[config.mk]
export PLATFORM = sky130hd
export DESIGN_NAME = lsu_core
export DESIGN_NICKNAME = d
export VERILOG_FILES = /design/src/hdl/lsu_pkg.sv /design/src/hdl/lsu_core.sv /design/src/hdl/lsu_lane_order.sv
export SDC_FILE = /design/constraint.sdc
export NUM_CORES = 1
export LEC_CHECK = 0
export BUFFER_PORTS_ARGS = -buffer_cell sky130_fd_sc_hd__buf_2
export CAP_MARGIN = 0
export CORE_UTILIZATION = 30
export CTS_CLUSTER_DIAMETER = 100
export DETAILED_ROUTE_END_ITERATION = 8
export PLACE_DENSITY = 0.61
export SLEW_MARGIN = 5
export SYNTH_ARGS = -nofsm -noshare
export SYNTH_HDL_FRONTEND = slang
export SYNTH_SLANG_ARGS = --single-unit
[constraint.sdc]
create_clock -name clk -period 11.9 [get_ports clk]
set_clock_uncertainty 0.2 [all_clocks]
set_input_delay 2.38 -clock clk [delete_from_list [all_inputs] [get_ports clk]]
set_output_delay 2.38 -clock clk [all_outputs]
set_load 0.005 [all_outputs]
[src/hdl/lsu_pkg.sv]
// Types, constants and helpers for the integer load/store unit.
// Assumes a single clock domain and one memory port answering in order.
package lsu_pkg;

    // ------------------------------------------------------------------
    // Encodings
    // ------------------------------------------------------------------
    typedef enum logic [1:0] {
        LSU_SZ_BYTE = 2'h0,
        LSU_SZ_HALF = 2'h1,
        LSU_SZ_WORD = 2'h2
    } lsu_size_t;

    typedef enum logic [2:0] {
        LSU_AM_DISP = 3'h1,
        LSU_AM_INDEX = 3'h2,
        LSU_AM_BASE = 3'h4
    } lsu_amode_t;

    typedef enum logic [5:0] {
        LSU_S_IDLE = 6'h01,
        LSU_S_ACC1 = 6'h02,
        LSU_S_ACC2 = 6'h04,
        LSU_S_LWAIT = 6'h08,
        LSU_S_DRAIN = 6'h10,
        LSU_S_FWAIT = 6'h20
    } lsu_state_t;

    // ------------------------------------------------------------------
    // Constants
    // ------------------------------------------------------------------
    localparam logic [2:0] LSU_OUTST_LIMIT = 3'h6;
    localparam logic [2:0] LSU_WORD_BYTES = 3'h4;
    localparam logic [31:0] LSU_WORD_STRIDE = 32'h0000_0004;
    localparam logic [4:0] LSU_GPR_ZERO = 5'h00;

    // ------------------------------------------------------------------
    // Carriers
    // ------------------------------------------------------------------
    typedef struct packed {
        logic is_store;
        logic is_sync;
        lsu_size_t size;
        logic algebraic;
        logic update;
        logic byte_rev;
        logic record_condition_flag;
        logic coherent;
        lsu_amode_t amode;
        logic [4:0] base_sel;
        logic [4:0] dest_sel;
        logic [31:0] base_address_register;
        logic [31:0] index_register;
        logic [15:0] disp;
        logic [31:0] store_source_register;
    } lsu_op_t;

    typedef struct packed {
        logic [31:0] addr;
        logic write;
        logic [3:0] byte_en;
        logic [31:0] wdata;
        logic coherent;
        logic bypass;
    } lsu_mem_req_t;

    typedef struct packed {
        logic en;
        logic [4:0] sel;
        logic [31:0] data;
    } lsu_gpr_wr_t;

    // ------------------------------------------------------------------
    // Helpers
    // ------------------------------------------------------------------
    function automatic logic [2:0] lsu_size_bytes(input lsu_size_t s);
        unique case (s)
            LSU_SZ_BYTE: return 3'h1;
            LSU_SZ_HALF: return 3'h2;
            default: return 3'h4;
        endcase
    endfunction

    function automatic logic [3:0] lsu_size_mask(input lsu_size_t s);
        unique case (s)
            LSU_SZ_BYTE: return 4'h1;
            LSU_SZ_HALF: return 4'h3;
            default: return 4'hF;
        endcase
    endfunction

endpackage

[src/hdl/lsu_core.sv]
// Integer load/store unit: address generation, memory access, write-back.
// Assumes an in-order answering memory port behind a write-back data cache.
`timescale 1ns/1ps
`default_nettype none

module lsu_core (
    input wire logic clk,
    input wire logic rst,
    input wire logic op_valid,
    input wire lsu_pkg::lsu_op_t op,
    output logic op_ready,
    input wire logic little_endian,
    output logic invalid_form,
    input wire logic fetch_valid,
    input wire logic [31:0] fetch_addr,
    output logic fetch_ready,
    output logic fetch_rsp_valid,
    output logic [31:0] fetch_rsp_data,
    output logic mem_req_valid,
    output var lsu_pkg::lsu_mem_req_t mem_req,
    input wire logic mem_req_ready,
    input wire logic mem_rsp_valid,
    input wire logic [31:0] mem_rsp_data,
    output var lsu_pkg::lsu_gpr_wr_t load_wr,
    output var lsu_pkg::lsu_gpr_wr_t ea_wr
);

    // ------------------------------------------------------------------
    // State
    // ------------------------------------------------------------------
    lsu_pkg::lsu_state_t state_r, state_nxt;
    lsu_pkg::lsu_op_t op_r;
    lsu_pkg::lsu_gpr_wr_t load_wr_r, ea_wr_r;
    logic [31:0] ea_r, ea_nxt, base_eff, lo_word_r, fetch_data_r;
    logic [2:0] outst_r;
    logic invalid_r, fetch_valid_r;

    logic op_fire, req_fire, fetch_go, inv_form, split, last_req, ld_fin, swap;
    logic [1:0] off;
    logic [5:0] sh;
    logic [31:0] word_base, st_bytes, ld_bytes, ld_val, ld_ext;
    logic [63:0] st_wide, raw64, ld_sh;
    logic [7:0] st_be;

    // ------------------------------------------------------------------
    // Decode and address generation
    // ------------------------------------------------------------------
    assign op_ready = (state_r == lsu_pkg::LSU_S_IDLE) && (outst_r < lsu_pkg::LSU_OUTST_LIMIT);
    assign op_fire = op_valid && op_ready;
    assign inv_form = op.is_store && !op.is_sync
        && ((op.update && op.base_sel == lsu_pkg::LSU_GPR_ZERO) || op.record_condition_flag);

    // Base field zero reads as zero except in update forms
    assign base_eff = (op.base_sel == lsu_pkg::LSU_GPR_ZERO && !op.update) ? 32'h0 : op.base_address_register;

    always_comb begin
        unique case (op.amode)
            lsu_pkg::LSU_AM_DISP: ea_nxt = base_eff + {{16{op.disp[15]}}, op.disp};
            lsu_pkg::LSU_AM_INDEX: ea_nxt = base_eff + op.index_register;
            default: ea_nxt = base_eff;
        endcase
    end

    assign off = ea_r[1:0];
    assign sh = {1'b0, off, 3'h0};
    assign word_base = {ea_r[31:2], 2'h0};
    assign split = ({1'b0, off} + lsu_pkg::lsu_size_bytes(op_r.size)) > lsu_pkg::LSU_WORD_BYTES;
    assign swap = ~(little_endian ^ op_r.byte_rev);

    // ------------------------------------------------------------------
    // Memory request
    // ------------------------------------------------------------------
    lsu_lane_order u_st_order (
        .data_in(op_r.store_source_register),
        .size(op_r.size),
        .swap(swap),
        .data_out(st_bytes)
    );

    assign st_wide = {32'h0, st_bytes} << sh;
    assign st_be = {4'h0, lsu_pkg::lsu_size_mask(op_r.size)} << off;
    assign fetch_go = (state_r == lsu_pkg::LSU_S_IDLE) && !op_valid && fetch_valid && (outst_r == 3'h0);
    assign fetch_ready = fetch_go && mem_req_ready;
    assign req_fire = mem_req_valid && mem_req_ready;
    assign last_req = (state_r == lsu_pkg::LSU_S_ACC2) || (state_r == lsu_pkg::LSU_S_ACC1 && !split);

    always_comb begin
        mem_req_valid = 1'b0;
        mem_req = '0;
        if (state_r == lsu_pkg::LSU_S_ACC1 || state_r == lsu_pkg::LSU_S_ACC2) begin
            mem_req_valid = 1'b1;
            mem_req.coherent = op_r.coherent;
            mem_req.bypass = 1'b0;
            mem_req.write = op_r.is_store;
            if (state_r == lsu_pkg::LSU_S_ACC2) begin
                mem_req.addr = word_base + lsu_pkg::LSU_WORD_STRIDE;
                mem_req.byte_en = st_be[7:4];
                mem_req.wdata = st_wide[63:32];
            end else begin
                mem_req.addr = word_base;
                mem_req.byte_en = st_be[3:0];
                mem_req.wdata = st_wide[31:0];
            end
        end else if (fetch_go) begin
            mem_req_valid = 1'b1;
            mem_req.addr = fetch_addr;
            mem_req.byte_en = 4'hF;
            mem_req.bypass = 1'b1;
            mem_req.coherent = 1'b0;
        end
    end

    // ------------------------------------------------------------------
    // Sequencer
    // ------------------------------------------------------------------
    always_comb begin
        state_nxt = state_r;
        unique case (state_r)
            lsu_pkg::LSU_S_IDLE: begin
                if (op_fire) begin
                    if (inv_form) begin
                        state_nxt = lsu_pkg::LSU_S_IDLE;
                    end else if (op.is_sync) begin
                        state_nxt = lsu_pkg::LSU_S_DRAIN;
                    end else begin
                        state_nxt = lsu_pkg::LSU_S_ACC1;
                    end
                end else if (fetch_ready) begin
                    state_nxt = lsu_pkg::LSU_S_FWAIT;
                end
            end
            lsu_pkg::LSU_S_ACC1: begin
                if (req_fire) begin
                    if (split) begin
                        state_nxt = lsu_pkg::LSU_S_ACC2;
                    end else begin
                        state_nxt = op_r.is_store ? lsu_pkg::LSU_S_IDLE : lsu_pkg::LSU_S_LWAIT;
                    end
                end
            end
            lsu_pkg::LSU_S_ACC2: begin
                if (req_fire) begin
                    state_nxt = op_r.is_store ? lsu_pkg::LSU_S_IDLE : lsu_pkg::LSU_S_LWAIT;
                end
            end
            lsu_pkg::LSU_S_LWAIT: begin
                if (ld_fin) begin
                    state_nxt = lsu_pkg::LSU_S_IDLE;
                end
            end
            lsu_pkg::LSU_S_DRAIN: begin
                if (outst_r == 3'h0) begin
                    state_nxt = lsu_pkg::LSU_S_IDLE;
                end
            end
            lsu_pkg::LSU_S_FWAIT: begin
                if (mem_rsp_valid) begin
                    state_nxt = lsu_pkg::LSU_S_IDLE;
                end
            end
            default: state_nxt = lsu_pkg::LSU_S_IDLE;
        endcase
    end

    always_ff @(posedge clk or posedge rst) begin
        if (rst) begin
            state_r <= lsu_pkg::LSU_S_IDLE;
        end else begin
            state_r <= state_nxt;
        end
    end

    always_ff @(posedge clk or posedge rst) begin
        if (rst) begin
            op_r <= '0;
            ea_r <= 32'h0;
        end else if (op_fire) begin
            op_r <= op;
            ea_r <= ea_nxt;
        end
    end

    // Stores are posted; answers come back in request order
    always_ff @(posedge clk or posedge rst) begin
        if (rst) begin
            outst_r <= 3'h0;
        end else if (req_fire && !mem_rsp_valid) begin
            outst_r <= outst_r + 3'h1;
        end else if (!req_fire && mem_rsp_valid) begin
            outst_r <= outst_r - 3'h1;
        end
    end

    // ------------------------------------------------------------------
    // Load return path
    // ------------------------------------------------------------------
    assign ld_fin = (state_r == lsu_pkg::LSU_S_LWAIT) && mem_rsp_valid && (outst_r == 3'h1);
    assign raw64 = split ? {mem_rsp_data, lo_word_r} : {32'h0, mem_rsp_data};
    assign ld_sh = raw64 >> sh;

    // Low word may answer while the high word still waits to be issued
    always_ff @(posedge clk or posedge rst) begin
        if (rst) begin
            lo_word_r <= 32'h0;
        end else if (mem_rsp_valid && ((state_r == lsu_pkg::LSU_S_LWAIT && outst_r == 3'h2)
            || (state_r == lsu_pkg::LSU_S_ACC2 && outst_r == 3'h1))) begin
            lo_word_r <= mem_rsp_data;
        end
    end

    assign ld_bytes = ld_sh[31:0];

    lsu_lane_order u_ld_order (
        .data_in(ld_bytes),
        .size(op_r.size),
        .swap(swap),
        .data_out(ld_val)
    );

    always_comb begin
        unique case (op_r.size)
            lsu_pkg::LSU_SZ_BYTE: ld_ext = {24'h0, ld_val[7:0]};
            lsu_pkg::LSU_SZ_HALF: ld_ext = op_r.algebraic ? {{16{ld_val[15]}}, ld_val[15:0]}
                                                          : {16'h0, ld_val[15:0]};
            default: ld_ext = ld_val;
        endcase
    end

    // ------------------------------------------------------------------
    // Register write-back and flags
    // ------------------------------------------------------------------
    always_ff @(posedge clk or posedge rst) begin
        if (rst) begin
            load_wr_r <= '0;
        end else begin
            load_wr_r.en <= ld_fin;
            load_wr_r.sel <= op_r.dest_sel;
            load_wr_r.data <= ld_ext;
        end
    end

    // Store address update issues with the last store request, after its data was taken
    always_ff @(posedge clk or posedge rst) begin
        if (rst) begin
            ea_wr_r <= '0;
        end else begin
            ea_wr_r.en <= op_r.update && ((ld_fin && !op_r.is_store)
                || (op_r.is_store && last_req && req_fire));
            ea_wr_r.sel <= op_r.base_sel;
            ea_wr_r.data <= ea_r;
        end
    end

    always_ff @(posedge clk or posedge rst) begin
        if (rst) begin
            invalid_r <= 1'b0;
        end else begin
            invalid_r <= op_fire && inv_form;
        end
    end

    always_ff @(posedge clk or posedge rst) begin
        if (rst) begin
            fetch_valid_r <= 1'b0;
            fetch_data_r <= 32'h0;
        end else begin
            fetch_valid_r <= (state_r == lsu_pkg::LSU_S_FWAIT) && mem_rsp_valid;
            fetch_data_r <= mem_rsp_data;
        end
    end

    assign load_wr = load_wr_r;
    assign ea_wr = ea_wr_r;
    assign invalid_form = invalid_r;
    assign fetch_rsp_valid = fetch_valid_r;
    assign fetch_rsp_data = fetch_data_r;
endmodule // lsu_core

`default_nettype wire

[src/hdl/lsu_lane_order.sv]
// Byte-order swap of an element held in the low bytes of a word.
// Assumes byte k of the word is memory offset k; the swap is its own inverse.
`timescale 1ns/1ps
`default_nettype none

module lsu_lane_order (
    input wire logic [31:0] data_in,
    input wire lsu_pkg::lsu_size_t size,
    input wire logic swap,
    output logic [31:0] data_out
);

    always_comb begin
        data_out = data_in;
        if (swap) begin
            unique case (size)
                lsu_pkg::LSU_SZ_HALF: data_out = {data_in[31:16], data_in[7:0], data_in[15:8]};
                lsu_pkg::LSU_SZ_WORD: data_out = {data_in[7:0], data_in[15:8], data_in[23:16], data_in[31:24]};
                default: data_out = data_in;
            endcase
        end
    end

endmodule // lsu_lane_order

`default_nettype wire

==> results.md <==
- The starting density of the core is 0.3041.
- Counting flops with a built-in enable in the synthesized netlist gives 0.
- The remaining routing DRC violations is 0.
- The critical path buffer and inverter count is 3.
- The hold buffer count at CTS is 0.
- The first global-routing pass estimated between 70000 and 80000 um of wire.
- The number of global-route vias before repair is ~13k.
- The total number of H-tree levels is 1.
- The hold slack is roughly 0.17 ns.
- The sort of element at the start of the critical path is an input port.
- The top cell types in the final layout, fill and taps aside, are buf_2 (388), nand2_1 (298), dfrtp_1 (229).
- Dividing the final minimum period by the clock period gives 0.6570.
- The average routed wire per standard cell is 19.61 um.
- The share of power burned in the clock network is 0.198.
- Synthesis produced a netlist with a net count of ~1.8k.
- around 390 I/O pins were placed.
- Power spread over the standard cell area amounts to ~260 nW/um^2.
- VDD sags by at most approximately 0.15 mV.
- The DRC marker count from the first detailed-route iteration is approximately 860.
- The half-perimeter wire length after detailed placement is approximately 37000 um.
- The largest single stage delay on the critical path is roughly 0.67 ns.
- The layout-stage area growth over the synthesis result is 24.63%.
- The routed design has 50480 um of wire.
- The total overflow left after global routing is 0.
- Of the total power, registers draw 0.284.
- The clock buffer count from CTS is 29.
- From left edge to right edge, the die measures roughly 220 um.
- Subtracting the final worst setup slack from the clock period gives between 7 and 8 ns.
- The max-slew violation count was 0.
- The flow ran to the end, and the final reports show no timing, DRC or antenna violations.
- The maximum fanout along the worst path is 29.
- Counting every sink on the clock net gives roughly 230.
- The average footprint of a synthesized cell is slightly below 9 um^2.
- The root cell of the clock tree is clkbuf_16.
- After synthesis the netlist holds a flip-flop and latch count of 232.
- The routability-driven placement congestion ratio is 0.9146.
- Buffers placed on the I/O ports in this run total about 390.
- The data arrival time of the critical path is 5.24 ns.
- The clock latency on the worst-skew pair is roughly 0.57 ns.
- The net switching component of the power is between 2 and 2.5 mW.
- For the pin with the worst max-slew slack, the measured transition is ~1.1 ns.
- TritonCTS built the clock tree.
- The design internal power is approximately 2.5 mW.
- The flip-flop cell with the highest count after synthesis is dfrtp_1.
- Counting along the longest clock path gives a buffer depth of 3.
- The tool flagged a number of max-cap violations equal to 0.
- The per-cell via count in the routed design is roughly 5.2.
- After synthesis the cells add up to between 10000 and 15000 um^2.
- After routing, the total negative slack on setup checks comes to 0 ns.
- STA puts the critical path data required time at just over 9 ns.
- Setup repair after global routing left no endpoint under its margin.
- The floorplan step defined a die boundary enclosing 48060 um^2.
- The number of routed nets with antenna violations is 0.
- The share of the core filled with cells is 0.3790.
- The warning count from the yosys run is 0.
- The CTS clock-pin slew for the worst setup and hold paths is ~0.060 ns.
- The ratio of cells with drive above 1 in the final layout is 0.2777.
- The number of antenna violations at the first check in global routing is 7.
- The fmax is 127.9 MHz.
- Measured against its own limit, the worst slew margin works out to 0.2386.
- Walking the worst path, the cells encountered are buf_2 -> xnor2_1 -> and2_1 -> buf_4 -> nand2_1 -> a22o_1 -> mux2i_1 -> nor2_1 -> a21oi_1 -> nor2_1 -> buf_2.
- The first detailed-routing pass took 5 iterations.
- The number of standard cells after synthesis is approximately 1.6k.
- The critical path in this run is classified as in -> out.
- The leakage dissipation is approximately 8.7 nW.
- Leaving out fill and tap cells, the most frequent cell in the layout is buf_2.
- The area inside the core boundary is about 47000 um^2.
- For this block, the via count after detailed routing is around 13k.
- The switching share of total power is 0.4523.
- In this run the core area contains 79 standard-cell rows.
- Setup violations remaining at the end of the flow were counted as 0.
- The worst setup path is captured at a primary output.
- Post-CTS repair changed the size of 0 cells.
- The final layout contains between 2k and 2.5k nets.
- The async set-reset flop share out of synthesis is 1.000.
- The number of hold violations in the final report is 0.
- In this run the vertical extent of the chip is roughly 220 um.
- The number of distinct library cells after synthesis is 76.
- The worst hold path class is reg -> reg.
- In this run the post-CTS setup repair buffer count came out at 0.
- The share of the Yosys chip area taken by registers is 0.4102.
- Entering global routing, the biggest net connects 133 pins.
- For this design, the slowest cell found on the critical path is nand2_1.
- In the global route stage, overall resource usage came out at 0.2071.
- The largest delay contributor family on the critical path is simple AND/OR/NAND/NOR gates.
- Setup slack on the critical path of the routed design comes to just over 4 ns.
- Prior to clock tree synthesis, the placed netlist has a worst setup slack of between 4 and 5 ns.
- The proportion of power drawn by combinational gates is 0.518.
==> logic make-up after synthesis <==
logic type      synth area share
compound gates            0.1842
buf+inv                  0.03818
flops                     0.4102
simple gates              0.1786
xor+xnor                 0.03403
fa+ha+maj                0.04260
mux                       0.1122
==> layout make-up <==
class                      count  area (um^2)
tap                          607        759.5
antenna                        1        2.502
clock buffer                  31        753.2
sequential                   232         5809
fill                        4755        28910
clock inverter                23        245.2
timing repair buffer         411         2115
inverter                      31        123.9
multi-input combinational   1238         7835
==> synthesized netlist by cell type (all sizes together) (7+ instances only) <==
library cell / count / area [um^2]
nand2: 299 / 1122
dfrtp: 231 / 5781
nor2: 145 / 544.3
o21ai: 132 / 660.6
a21oi: 123 / 634.4
mux2i: 81 / 810.8
clkbuf: 68 / 255.2
mux2: 53 / 596.8
ha: 45 / 563.0
and2: 39 / 244.0
a21o: 31 / 232.7
xor2: 29 / 254.0
inv: 28 / 105.1
buf: 26 / 168.9
xnor2: 26 / 227.7
a221oi: 23 / 201.4
nor3: 19 / 95.09
nand3: 17 / 97.60
a22o: 16 / 140.1
a22oi: 12 / 90.09
a221o: 11 / 110.1
nand4: 11 / 68.82
o22ai: 11 / 68.82
and3: 10 / 62.56
a31oi: 8 / 50.05
mux4: 8 / 180.2
o21a: 8 / 60.06
o21bai: 7 / 52.55
==> worst register-to-register path, cell delays in order (launching register included) <==
cell and delay, ns:
dfrtp_2 0.34, buf_4 0.71, inv_2 0.62, ha_1 0.46
nand2_1 0.11, nand3_4 0.60, mux2i_1 0.53, mux2i_1 0.11
o21ai_0 0.54, inv_2 0.12, o211ai_4 0.41, o21ai_1 0.19
==> final timing paths <==
path                                       start  slack [ns]  cells after the start                     to
max                                little_endian        4.08                     11            mem_req[27]
min                        op_r[118]$_DFFE_PP0P_        0.17                      0    ea_wr[33]$_DFF_PP0_
max reg2reg                  ea_r[0]$_DFFE_PP0P_        6.79                     11  load_wr[27]$_DFF_PP0_
min reg2reg                op_r[118]$_DFFE_PP0P_        0.17                      0    ea_wr[33]$_DFF_PP0_
max in group asynchronous                    rst        7.72                      4  load_wr[15]$_DFF_PP0_
min in group asynchronous                    rst        1.76                      2   ea_r[10]$_DFFE_PP0P_
==> stage by stage <==
stage / cell area [um^2] / power (mW) / std cells
after detailed placement: 16640 / 3.684 / 2519
after global routing: 17640 / 4.948 / 2573
after CTS: 17640 / 4.624 / 2573
final: 17640 / 4.598 / 2574
after floorplan: 14160 / 2.946 / 1595
after global placement: 16640 / 3.652 / 2519
==> layer usage <==
metal | wire (um) | track usage
met1 | 21740 | 0.2668
met2 | 23140 | 0.3393
met3 | 3656 | 0.04574
met4 | 1857 | 0.07361
met5 | 77 | 0
==> registers in the layout, indices dropped and copies added (netlist names) <==
signal / flops
ea_r: 32
fetch_rsp_valid: 1
invalid_form: 1
fetch_rsp_data: 32
state_r: 6
outst_r: 3
op_r: 49
ea_wr: 38
lo_word_r: 32
load_wr: 38
==> power by group through the flow <==
stage	Combinational (mW)	Clock, mW	Sequential (mW)
after detailed placement	2.37	0	1.31
after floorplan	1.68	0	1.26
final	2.38	0.912	1.30
after global placement	2.35	0	1.30
after CTS	2.38	0.940	1.30
after global routing	2.64	0.968	1.34
(Power assumes the default switching activity.)
